### src/hw/ccd_regs.svh
// register offsets, field positions, reset values and address bounds
`ifndef CCD_REGS_SVH
`define CCD_REGS_SVH

`define CCD_IDX_CTRL 16'h0000
`define CCD_IDX_STAT 16'h0001
`define CCD_IDX_CFG0 16'h2018
`define CCD_IDX_CFG1 16'h201a
`define CCD_IDX_CFG2 16'h201c

`define CCD_CFG_RST 8'hff
`define CCD_CTRL_RST 1'b1
`define CCD_STAT_SEEN 16

`define CCD_B0_WD0 1
`define CCD_B0_RDY0 4
`define CCD_B0_RDY1 5
`define CCD_B0_PRT0 6
`define CCD_B0_PRT1 7
`define CCD_B1_WD1 0
`define CCD_B1_RDY2 1
`define CCD_B1_TMS0 4
`define CCD_B1_TMS1 5
`define CCD_B2_ZERO 0
`define CCD_B2_A24 1
`define CCD_B2_SEGA 2

`define CCD_EPROM_LO 16'h2080
`define CCD_EPROM_HI 16'h9fff
`define CCD_RSVD_LO 16'h2000
`define CCD_RSVD_HI 16'h207f
`define CCD_MSFR_LO 16'h1fe0
`define CCD_MSFR_HI 16'h1fff
`define CCD_PSFR_LO 16'h1f00
`define CCD_PSFR_HI 16'h1fdf
`define CCD_CAN_LO 16'h1e00
`define CCD_CAN_HI 16'h1eff
`define CCD_CRAM_LO 16'h0400
`define CCD_CRAM_HI 16'h04ff
`define CCD_UREG_LO 16'h0100
`define CCD_UREG_HI 16'h03ff
`define CCD_LREG_LO 16'h0018
`define CCD_LREG_HI 16'h00ff
`define CCD_CSFR_HI 16'h0017
`define CCD_FETCH_HI 16'h03ff
`define CCD_SEG_LOW 8'h00
`define CCD_SEG_HIGH 8'hff

`define CCD_RESP_OKAY 2'b00
`define CCD_RESP_SLVERR 2'b10

`endif

### src/hw/ccd_pkg.sv
// types shared by the decode logic, the top level and the bench
package ccd_pkg;
    typedef enum logic [9:0] {
        RG_EXT = 10'b00_0000_0001,
        RG_EPROM = 10'b00_0000_0010,
        RG_RSVD = 10'b00_0000_0100,
        RG_MSFR = 10'b00_0000_1000,
        RG_PSFR = 10'b00_0001_0000,
        RG_CAN = 10'b00_0010_0000,
        RG_CRAM = 10'b00_0100_0000,
        RG_UREG = 10'b00_1000_0000,
        RG_LREG = 10'b01_0000_0000,
        RG_CSFR = 10'b10_0000_0000
    } ccd_region_t;
endpackage : ccd_pkg

### src/hw/ccd_decode.sv
// address decoder: one access address to one region
`timescale 1ns/1ps
`default_nettype none
`include "ccd_regs.svh"
module ccd_decode import ccd_pkg::*; #(
    parameter bit LARGE = 1'b0
) (
    input wire logic [23:0] addr,
    input wire logic fetch,
    input wire logic addr_24bit,
    input wire logic segment_a,
    input wire logic ext_access_n,
    output ccd_region_t region
);
    logic [7:0] seg;
    logic [15:0] a;
    logic seg0;
    logic int_seg;

    always_comb begin
        seg = addr_24bit ? addr[23:16] : `CCD_SEG_LOW;
        a = addr[15:0];
        seg0 = (seg == `CCD_SEG_LOW);
        // large part: memories in the top segment, low one only remapped
        int_seg = LARGE ? ((seg == `CCD_SEG_HIGH) || (segment_a && seg0))
                        : seg0;
        region = RG_EXT;
        if (int_seg && a >= `CCD_EPROM_LO && a <= `CCD_EPROM_HI) begin
            region = RG_EPROM;
        end else if (int_seg && a >= `CCD_RSVD_LO
                     && a <= `CCD_RSVD_HI) begin
            region = ext_access_n ? RG_RSVD : RG_EXT;
        end else if (int_seg && a >= `CCD_CRAM_LO
                     && a <= `CCD_CRAM_HI) begin
            region = RG_CRAM;
        end else if (seg0) begin
            if (a >= `CCD_MSFR_LO && a <= `CCD_MSFR_HI) begin
                region = RG_MSFR;
            end else if (a >= `CCD_PSFR_LO && a <= `CCD_PSFR_HI) begin
                region = RG_PSFR;
            end else if (a >= `CCD_CAN_LO && a <= `CCD_CAN_HI) begin
                region = RG_CAN;
            end else if (a >= `CCD_UREG_LO && a <= `CCD_UREG_HI) begin
                region = RG_UREG;
            end else if (a >= `CCD_LREG_LO && a <= `CCD_LREG_HI) begin
                region = RG_LREG;
            end else if (a <= `CCD_CSFR_HI) begin
                region = RG_CSFR;
            end
        end
        // code below 0400h never runs from the register files
        if (fetch && seg0 && a <= `CCD_FETCH_HI) begin
            region = RG_EXT;
        end
    end
endmodule : ccd_decode
`default_nettype wire

### src/hw/ccd_cfg.sv
// field decode of the three configuration bytes
`timescale 1ns/1ps
`default_nettype none
`include "ccd_regs.svh"
module ccd_cfg #(
    parameter bit LARGE = 1'b0
) (
    input wire logic [7:0] b0,
    input wire logic [7:0] b1,
    input wire logic [7:0] b2,
    output logic rd_block,
    output logic wr_block,
    output logic auto_wait,
    output logic [1:0] ready_limit,
    output logic ready_unlimited,
    output logic bw_pin_ctl,
    output logic addr_24bit,
    output logic segment_a,
    output logic illegal
);
    logic [1:0] loc;
    logic [1:0] msel;
    logic [2:0] irc;
    logic [1:0] bw;

    always_comb begin
        loc = {b0[`CCD_B0_PRT1], b0[`CCD_B0_PRT0]};
        msel = {b1[`CCD_B1_TMS1], b1[`CCD_B1_TMS0]};
        irc = {b1[`CCD_B1_RDY2], b0[`CCD_B0_RDY1], b0[`CCD_B0_RDY0]};
        bw = {b1[`CCD_B1_WD1], b0[`CCD_B0_WD0]};
        rd_block = !loc[0];
        wr_block = !loc[1];
        // reserved timing codes fall back to the slower, safe mode 0
        auto_wait = (msel != 2'b11);
        ready_limit = 2'b00;
        ready_unlimited = 1'b0;
        case (irc)
            3'b100: ready_limit = 2'd1;
            3'b101: ready_limit = 2'd2;
            3'b110: ready_limit = 2'd3;
            3'b111: ready_unlimited = 1'b1;
            default: ready_limit = 2'd0;
        endcase
        bw_pin_ctl = bw[1];
        addr_24bit = LARGE && b2[`CCD_B2_A24];
        segment_a = LARGE && b2[`CCD_B2_SEGA];
        illegal = (bw == 2'b00) || (msel == 2'b01) || (msel == 2'b10)
            || (LARGE && (b2[`CCD_B2_ZERO] || b2[7:3] != 5'h1f));
    end
endmodule : ccd_cfg
`default_nettype wire

### src/hw/ccd_top.sv
// configuration bytes, memory decode and register slave
// Contract
// - 2080h-9FFFh decodes to the internal program memory.
// - 2000h-207Fh goes internal or external per the access pin.
// - 1FE0h-1FFFh is the memory-mapped special register space.
// - 1F00h-1FDFh is the peripheral special register space.
// - 1E00h-1EFFh is the CAN peripheral memory.
// - 0400h-04FFh is code RAM, indirect or indexed only.
// - 0100h-03FFh is the upper register file.
// - 0018h-00FFh is the lower register file.
// - 0000h-0017h are the CPU special registers.
// - instruction fetches below 0400h always go to the external bus.
// - the third configuration byte exists only on the larger part.
// - third byte bit 1 picks 16-bit or 24-bit addressing.
// - segment_a bit places memories in segment FFh, or also 00h.
// - lock bits: 00 no access, 01 no write, 10 no read, 11 free.
// - timing code 00 is mode 0, 11 mode 3, others reserved.
// - mode 0 adds one wait state to each external cycle.
//
// The implementer's own choice: the AXI4-Lite slave port.
`timescale 1ns/1ps
`default_nettype none
`include "ccd_regs.svh"
module ccd_top import ccd_pkg::*; #(
    parameter bit LARGE = 1'b0
) (
    input wire logic aclk,
    input wire logic aresetn,
    input wire logic [15:0] s_axi_awaddr,
    input wire logic s_axi_awvalid,
    output logic s_axi_awready,
    input wire logic [31:0] s_axi_wdata,
    input wire logic [3:0] s_axi_wstrb,
    input wire logic s_axi_wvalid,
    output logic s_axi_wready,
    output logic [1:0] s_axi_bresp,
    output logic s_axi_bvalid,
    input wire logic s_axi_bready,
    input wire logic [15:0] s_axi_araddr,
    input wire logic s_axi_arvalid,
    output logic s_axi_arready,
    output logic [31:0] s_axi_rdata,
    output logic [1:0] s_axi_rresp,
    output logic s_axi_rvalid,
    input wire logic s_axi_rready,
    input wire logic cfg_load,
    input wire logic [15:0] cfg_addr,
    input wire logic [7:0] cfg_data,
    input wire logic cpu_req,
    input wire logic [23:0] cpu_addr,
    input wire logic cpu_write,
    input wire logic cpu_fetch,
    input wire logic external_access_pin_n,
    input wire logic bus_width_pin,
    output logic route_valid,
    output ccd_region_t route_region,
    output logic route_ext,
    output logic route_blocked,
    output logic bus_16bit,
    output logic auto_wait,
    output logic [1:0] ready_limit,
    output logic ready_unlimited,
    output logic addr_24bit,
    output logic cfg_illegal
);
    // byte address is four times the index; no index reaches bit 14
    localparam logic [15:0] ADDR_CTRL = `CCD_IDX_CTRL << 2;
    localparam logic [15:0] ADDR_STAT = `CCD_IDX_STAT << 2;
    localparam logic [15:0] ADDR_CFG0 = `CCD_IDX_CFG0 << 2;
    localparam logic [15:0] ADDR_CFG1 = `CCD_IDX_CFG1 << 2;
    localparam logic [15:0] ADDR_CFG2 = `CCD_IDX_CFG2 << 2;

    logic [7:0] cfg0, cfg1, cfg2;
    logic [7:0] next_cfg0, next_cfg1, next_cfg2;
    logic protect_en, next_protect_en;
    logic seen, next_seen;
    logic aw_hold, next_aw_hold, w_hold, next_w_hold;
    logic [15:0] aw_addr, next_aw_addr;
    logic [31:0] w_data, next_w_data;
    logic [3:0] w_strb, next_w_strb;
    logic bvalid, next_bvalid, rvalid, next_rvalid;
    logic [1:0] bresp, next_bresp, rresp, next_rresp;
    logic [31:0] rdata, next_rdata;
    logic r_valid, next_r_valid, r_ext, next_r_ext;
    logic r_blk, next_r_blk, r_b16, next_r_b16;
    ccd_region_t r_region, next_r_region, dec_region;
    logic rd_block, wr_block, bw_pin_ctl, segment_a;
    logic aw_take, w_take, aw_got, w_got, do_write, ar_take;
    logic eprom_hit, blk_now;
    logic [31:0] stat_word;

    ccd_cfg #(.LARGE(LARGE)) u_cfg (
        .b0(cfg0),
        .b1(cfg1),
        .b2(cfg2),
        .rd_block(rd_block),
        .wr_block(wr_block),
        .auto_wait(auto_wait),
        .ready_limit(ready_limit),
        .ready_unlimited(ready_unlimited),
        .bw_pin_ctl(bw_pin_ctl),
        .addr_24bit(addr_24bit),
        .segment_a(segment_a),
        .illegal(cfg_illegal)
    );

    ccd_decode #(.LARGE(LARGE)) u_dec (
        .addr(cpu_addr),
        .fetch(cpu_fetch),
        .addr_24bit(addr_24bit),
        .segment_a(segment_a),
        .ext_access_n(external_access_pin_n),
        .region(dec_region)
    );

    // configuration bytes are captured as the loader reads reserved memory
    always_comb begin
        next_cfg0 = cfg0;
        next_cfg1 = cfg1;
        next_cfg2 = cfg2;
        if (cfg_load && cfg_addr == `CCD_IDX_CFG0) begin
            next_cfg0 = cfg_data;
        end
        if (cfg_load && cfg_addr == `CCD_IDX_CFG1) begin
            next_cfg1 = cfg_data;
        end
        if (cfg_load && cfg_addr == `CCD_IDX_CFG2 && LARGE) begin
            next_cfg2 = cfg_data;
        end
    end

    always_ff @(posedge aclk) begin
        if (!aresetn) begin
            cfg0 <= `CCD_CFG_RST;
            cfg1 <= `CCD_CFG_RST;
            cfg2 <= LARGE ? `CCD_CFG_RST : 8'h00;
        end else begin
            cfg0 <= next_cfg0;
            cfg1 <= next_cfg1;
            cfg2 <= next_cfg2;
        end
    end

    // access routing, one cycle behind the request
    always_comb begin
        eprom_hit = (dec_region == RG_EPROM) || (dec_region == RG_RSVD);
        blk_now = cpu_req && protect_en && eprom_hit && !cpu_fetch
            && (cpu_write ? wr_block : rd_block);
        next_r_valid = cpu_req;
        next_r_region = cpu_req ? dec_region : r_region;
        next_r_ext = cpu_req && (dec_region == RG_EXT);
        next_r_blk = blk_now;
        next_r_b16 = bw_pin_ctl ? bus_width_pin : 1'b1;
    end

    always_ff @(posedge aclk) begin
        if (!aresetn) begin
            r_valid <= 1'b0;
            r_region <= RG_EXT;
            r_ext <= 1'b0;
            r_blk <= 1'b0;
            r_b16 <= 1'b1;
        end else begin
            r_valid <= next_r_valid;
            r_region <= next_r_region;
            r_ext <= next_r_ext;
            r_blk <= next_r_blk;
            r_b16 <= next_r_b16;
        end
    end

    assign route_valid = r_valid;
    assign route_region = r_region;
    assign route_ext = r_ext;
    assign route_blocked = r_blk;
    assign bus_16bit = r_b16;

    // register slave: address and data taken in either order
    assign s_axi_awready = !aw_hold && !bvalid;
    assign s_axi_wready = !w_hold && !bvalid;
    assign s_axi_arready = !rvalid;
    assign s_axi_bvalid = bvalid;
    assign s_axi_bresp = bresp;
    assign s_axi_rvalid = rvalid;
    assign s_axi_rresp = rresp;
    assign s_axi_rdata = rdata;

    always_comb begin
        aw_take = s_axi_awvalid && s_axi_awready;
        w_take = s_axi_wvalid && s_axi_wready;
        aw_got = aw_hold || aw_take;
        w_got = w_hold || w_take;
        do_write = aw_got && w_got;
        ar_take = s_axi_arvalid && s_axi_arready;
        stat_word = 32'h0000_0000;
        stat_word[9:0] = r_region;
        stat_word[10] = cfg_illegal;
        stat_word[`CCD_STAT_SEEN] = seen;
        next_aw_hold = aw_got && !do_write;
        next_w_hold = w_got && !do_write;
        next_aw_addr = aw_take ? s_axi_awaddr : aw_addr;
        next_w_data = w_take ? s_axi_wdata : w_data;
        next_w_strb = w_take ? s_axi_wstrb : w_strb;
        next_bvalid = bvalid && !s_axi_bready;
        next_bresp = bresp;
        next_protect_en = protect_en;
        // a new violation beats a clear in the same cycle
        next_seen = seen || r_blk;
        if (do_write) begin
            next_bvalid = 1'b1;
            next_bresp = `CCD_RESP_OKAY;
            // data from the current beat if it arrives with the address
            if (aw_take ? s_axi_awaddr == ADDR_CTRL
                        : aw_addr == ADDR_CTRL) begin
                if (w_take ? s_axi_wstrb[0] : w_strb[0]) begin
                    next_protect_en = w_take ? s_axi_wdata[0] : w_data[0];
                end
            end else if (aw_take ? s_axi_awaddr == ADDR_STAT
                                 : aw_addr == ADDR_STAT) begin
                if ((w_take ? s_axi_wstrb[2] : w_strb[2])
                    && (w_take ? s_axi_wdata[`CCD_STAT_SEEN]
                               : w_data[`CCD_STAT_SEEN])) begin
                    next_seen = r_blk;
                end
            end else begin
                // configuration bytes are read-only; the rest unmapped
                next_bresp = `CCD_RESP_SLVERR;
            end
        end
        next_rvalid = rvalid && !s_axi_rready;
        next_rdata = rdata;
        next_rresp = rresp;
        if (ar_take) begin
            next_rvalid = 1'b1;
            next_rresp = `CCD_RESP_OKAY;
            case (s_axi_araddr)
                ADDR_CTRL: next_rdata = {31'h0000_0000, protect_en};
                ADDR_STAT: next_rdata = stat_word;
                ADDR_CFG0: next_rdata = {24'h00_0000, cfg0};
                ADDR_CFG1: next_rdata = {24'h00_0000, cfg1};
                ADDR_CFG2: next_rdata = {24'h00_0000, cfg2};
                default: begin
                    next_rdata = 32'h0000_0000;
                    next_rresp = `CCD_RESP_SLVERR;
                end
            endcase
        end
    end

    always_ff @(posedge aclk) begin
        if (!aresetn) begin
            aw_hold <= 1'b0;
            w_hold <= 1'b0;
            aw_addr <= 16'h0000;
            w_data <= 32'h0000_0000;
            w_strb <= 4'h0;
            bvalid <= 1'b0;
            bresp <= `CCD_RESP_OKAY;
            rvalid <= 1'b0;
            rresp <= `CCD_RESP_OKAY;
            rdata <= 32'h0000_0000;
            protect_en <= `CCD_CTRL_RST;
            seen <= 1'b0;
        end else begin
            aw_hold <= next_aw_hold;
            w_hold <= next_w_hold;
            aw_addr <= next_aw_addr;
            w_data <= next_w_data;
            w_strb <= next_w_strb;
            bvalid <= next_bvalid;
            bresp <= next_bresp;
            rvalid <= next_rvalid;
            rresp <= next_rresp;
            rdata <= next_rdata;
            protect_en <= next_protect_en;
            seen <= next_seen;
        end
    end
endmodule : ccd_top
`default_nettype wire

### config.mk
export PLATFORM = sky130hd
export DESIGN_NAME = ccd_top
export DESIGN_NICKNAME = d
export VERILOG_FILES = /design/src/hw/ccd_pkg.sv /design/src/hw/ccd_decode.sv /design/src/hw/ccd_cfg.sv /design/src/hw/ccd_top.sv
export VERILOG_INCLUDE_DIRS = /design/src /design/src/hw
export SDC_FILE = /design/constraint.sdc
export NUM_CORES = 1
export LEC_CHECK = 0
export BUFFER_PORTS_ARGS = -buffer_cell sky130_fd_sc_hd__buf_2
export CELL_PAD_IN_SITES_DETAIL_PLACEMENT = 1
export CELL_PAD_IN_SITES_GLOBAL_PLACEMENT = 1
export CORE_MARGIN = 1
export CORE_UTILIZATION = 31
export DETAILED_ROUTE_END_ITERATION = 10
export PLACE_DENSITY = 0.86
export RECOVER_POWER = 25
export SYNTH_ARGS = -nofsm -noshare
export SYNTH_HDL_FRONTEND = slang
export SYNTH_HIERARCHICAL = 1
export SYNTH_SLANG_ARGS = --single-unit
### constraint.sdc
create_clock -name aclk -period 2.12 [get_ports aclk]
set_input_delay 0.212 -clock aclk [delete_from_list [all_inputs] [get_ports aclk]]
set_output_delay 0.212 -clock aclk [all_outputs]
set_load 0.005 [all_outputs]
== After elaboration in Yosys (flattened, before gate mapping) ==
Index checks and enable logic that the tools add are counted.

* Bits in writable memories: 0
* Input bits: 129
* Output and inout port bits: 61
* Logic and storage cells: 134
* ROM bits: 0
* Memories kept: 0
* Bits in latches: 0
* Register bits after elaboration: 108

* Div/mod/pow operators: 0
* Bitwise operators: 0
* Equal/unequal tests: 18
* $add $sub $neg: 0
* Multiplexer cells: 30
* Shifts and indexed selects: 0
* Order comparisons: 17
* Reductions and logical operators: 50
* $mul: 0

{| class="wikitable"
|+ Operators by type and width
! operator !! count
|-
| $mux W10 || 10
|-
| $pmux W17 S4 || 1
|-
| $eq A16 B16 Y1 const B || 3
|-
| $eq A16 B3 Y1 const B || 3
|-
| $ge A16 B13 Y1 const B || 3
|-
| $le A16 B13 Y1 const B || 3
|-
| $logic_not A16 Y1 || 3
|-
| $eq A16 B14 Y1 const B || 2
|-
| $ge A16 B14 Y1 const B || 2
|-
| $logic_and A1 B1 Y1 || 27
|-
| $ge A16 B11 Y1 const B || 1
|-
| $ge A16 B5 Y1 const B || 1
|-
| $ge A16 B9 Y1 const B || 1
|-
| $le A16 B10 Y1 const B || 1
|-
| $le A16 B11 Y1 const B || 1
|-
| $le A16 B14 Y1 const B || 1
|-
| $le A16 B16 Y1 const B || 1
|-
| $le A16 B5 Y1 const B || 1
|-
| $le A16 B8 Y1 const B || 1
|-
| $mux W1 || 14
|-
| $eq A3 B3 Y1 const B || 4
|-
| $eq A10 B1 Y1 const B || 1
|-
| $eq A10 B2 Y1 const B || 1
|-
| $eq A10 B3 Y1 const B || 1
|-
| other kinds (12) || 28
|}

== Logic depth before layout (Yosys ltp) ==
* Word-level depth: 16
* Mapped depth: 8
* Mapped depth without buffers: 7

== Cells and area by module ==
The synthesis kept the hierarchy.

{| class="wikitable"
|+ By module, submodules not included
! module !! cells each !! times used !! area each (um^2)
|-
| ccd_top || 336 || 1 || 3041.7
|-
| ccd_decode || 36 || 1 || 235.2
|-
| ccd_cfg || 13 || 1 || 82.6
|}

== Worst setup path after synthesis ==
No wires, ideal clock.

* Path type: input-to-reg
* Start point: input port s_axi_araddr[3]
* End point: register rdata[5] (netlist: s_axi_rdata[5])
* Required time: 2.051 ns
* Data arrival time: 1.845 ns
* Cell stages on the path: 6
* Path slack: 0.206 ns
* Library setup time: 0.069 ns
* Cell sequence: buf_6 -> or4_4 -> or3b_4 -> nor4_4 -> a22oi_1 -> o21ai_1

* Cells in the longest elaborated chain, start to end: 2
* Elaborated cells between the ends (all ways): 5

{| class="wikitable"
|+ RTL lines
! what !! line !! text
|-
| start, declared || ccd_top.sv:39 || <nowiki>input wire logic [15:0] s_axi_araddr,</nowiki>
|-
| $eq A16 B16 Y1 (tied with other cells) || ccd_top.sv:236 || <nowiki>case (s_axi_araddr)</nowiki>
|-
| $pmux W17 S4 * || ccd_top.sv:236 ||
|-
| end signal, assigned || ccd_top.sv:274 || <nowiki>rdata <= next_rdata;</nowiki>
|-
| end, declared || ccd_top.sv:83 || <nowiki>logic [31:0] rdata, next_rdata;</nowiki>
|}

Every way passes the cells marked *; elsewhere a longest branch is shown, timed or not.
A chain may end at the register's enable or synchronous reset.

== Final worst setup path ==
* Start point: input port s_axi_araddr[3]
* End point: register rdata[4] (netlist: s_axi_rdata[4])

Same word-level chain as after synthesis.

==> reports/metrics.yaml <==
vias: 3307
place.gp.congestion: 0.8002
routed_wl_um: 10180
grt_pass1_vias: 3417
rsz0062_at_grt: "false"
status: "finished, final reports clean"
min_path_type: "input pin to register"
final_cell_area_sq_um: 4328
cts_buffers: 9
hpwlAfterDp_um: 7978
core_region_area_sq_um: 10420
timing.final.max_slew_violations: 0
grt_max_degree: 38
holdPathEnd: "bus_16bit"
fp.dieW_um: 106.0
maxCapViolations: 0
power_uw: 3196
cp.arrival_ns: 2.06
crit_buf_inv: 1
viasPerCell: 5.026
fin_worst_skew_ns: 0.01479
drcViolationCount: 0
syn_area_per_cell_sq_um: 8.729
r2r_setup_slack_ns: 0.41
cp_slowest_cell: "or4_4"
fill_cells: 1305
cts_setup_buffers: 0
path_clk_slew_ns: 0.08
vdd_drop_max_v: 0.0004605
leakagePower_uw: 0.001931
finalHoldViolCount: 0
drt_first_iter_violations: 115
netlist_instances: 384
setup.worst_path.start: "s_axi_araddr[3]"
rr_startpoint: "aw_addr[6]"
relSlewSlack_pct: 33.61
initial_core_util_pct: 32.18
cts_tree: "yes"
r2r_cells: 5
io_pins: 190
critPathMaxFanout: 7
final_antenna_net_count: 0
dp_slack_ns: 0.02545
worst_pin_slew_ns: 0.9959
clock-root-buffer: "clkbuf_8"
r2r-end: "protect_en"
critPathCaptureType: "register"
startpoint_type: "input pin"
syn-cell-area_sq_um: 3352
placement_rows: 37
placed_area_sq_um: 4080
die_area_sq_um: 11230
setup_ws_ns: 0.3276
wl_per_cell_um: 15.47
path_cells: "buf_2 > or4_4 > or3b_4 > nor4_4 > a22oi_1 > o21ai_0"
syn2layout_area_growth_pct: 29.12
hold_start: "bus_width_pin"
drive_above_1_share_pct: 30.46
grt_pass1_wl_um: 16540
period_share_pct: 84.55
crit_family: "simple AND/OR/NAND/NOR gates"
firstDrtPassIters: 6
track_usage_pct: 18.67
die_height_um: 106.0
cts_buffer_depth: 2
clock_latency_ns: 0.36
grt_antenna_before_repair: 0
n_antenna_cell: 0
nNetsFinal: 646
grt_overflow: 0
numPortBuffers: 131
yosys_warnings: 6
p_per_area_nw_per_um2: 738.4
fin_setup_tns_ns: 0
setup_viol: 0
worst_ep_required_time_ns: 2.39
cp_slowest_stage_delay_ns: 0.54
timing.fmax_ghz: 0.5579
cts.repair.resized: 0
cts_max_level: 3
crit_type: "input pin to register"
ctsHoldBuffers: 0
min_period_ns: 1.792
clock_sinks: 70
whs_path_depth: 2
registers in the layout, summed over array words and instances (netlist names), 2 cells and up:
name	cells
w_strb	2
cfg1	8
aw_addr	16
w_data	2
route_region	10
s_axi_rdata	12
cfg0	8
through the flow:
stage / hold slack, ns / cells / util, %
after CTS: 0.03764 / 658 / 41.77
final: 0.05267 / 658 / 41.55
after global placement: 0.4036 / 642 / 39.17
after floorplan: 0.3121 / 405 / -
after detailed placement: 0.4061 / 642 / 39.17
after global routing: 0.03829 / 658 / 41.55
area by class of cell:
class | instances | area [sq um] | area share, %
clock buffers | 9 | 123.9 | 2.862
repair buffers | 139 | 693.2 | 16.02
flip-flops and latches | 70 | 1401 | 32.38
multi-input cells | 289 | 1763 | 40.73
inverters | 8 | 30.03 | 0.6938
well taps | 136 | 170.2 | 3.932
clock inverters | 7 | 146.4 | 3.382
how the worst max path moves through the flow:
| stage | cells after the start | to |
|---|---|---|
| floorplan | 6 | s_axi_rdata[5] |
| global placement | 6 | s_axi_rdata[3] |
| detailed placement | 6 | s_axi_rdata[4] |
| CTS | 6 | s_axi_rdata[4] |
| global route | 5 | protect_en |
| finish | 6 | s_axi_rdata[4] |
per-layer routing:
| layer | up-vias | wire length [um] | track usage (%) | part of all wire [%] |
|---|---|---|---|---|
| li1 | 1600 | - | - | - |
| met1 | 1576 | 4363 | 22.16 | 43 |
| met3 | 15 | 593 | 4.414 | 5.8 |
| met5 | - | 0 | 0 | 0 |
| met4 | 0 | 112 | 5.357 | 1.1 |
| met2 | 116 | 5111 | 33.33 | 50 |
cell usage in the layout (no fill, tap or decap), types with 12 or more instances in the layout:
| cell type | n |
|---|---|
| buf_2 | 118 |
| dfxtp_1 | 70 |
| nand2_1 | 60 |
| mux2i_1 | 39 |
| nor2_1 | 31 |
| a21oi_1 | 24 |
| conb_1 | 23 |
| nor4_1 | 16 |
| clkbuf_1 | 12 |
where the power goes:
| part | switching [uW] | internal [uW] |
|---|---|---|
| clock | 527 | 906 |
| sequential | 33.0 | 1360 |
| combinational | 209 | 161 |
| total | 769 | 2430 |
Note: power is estimated with default switching activity, not from simulation.
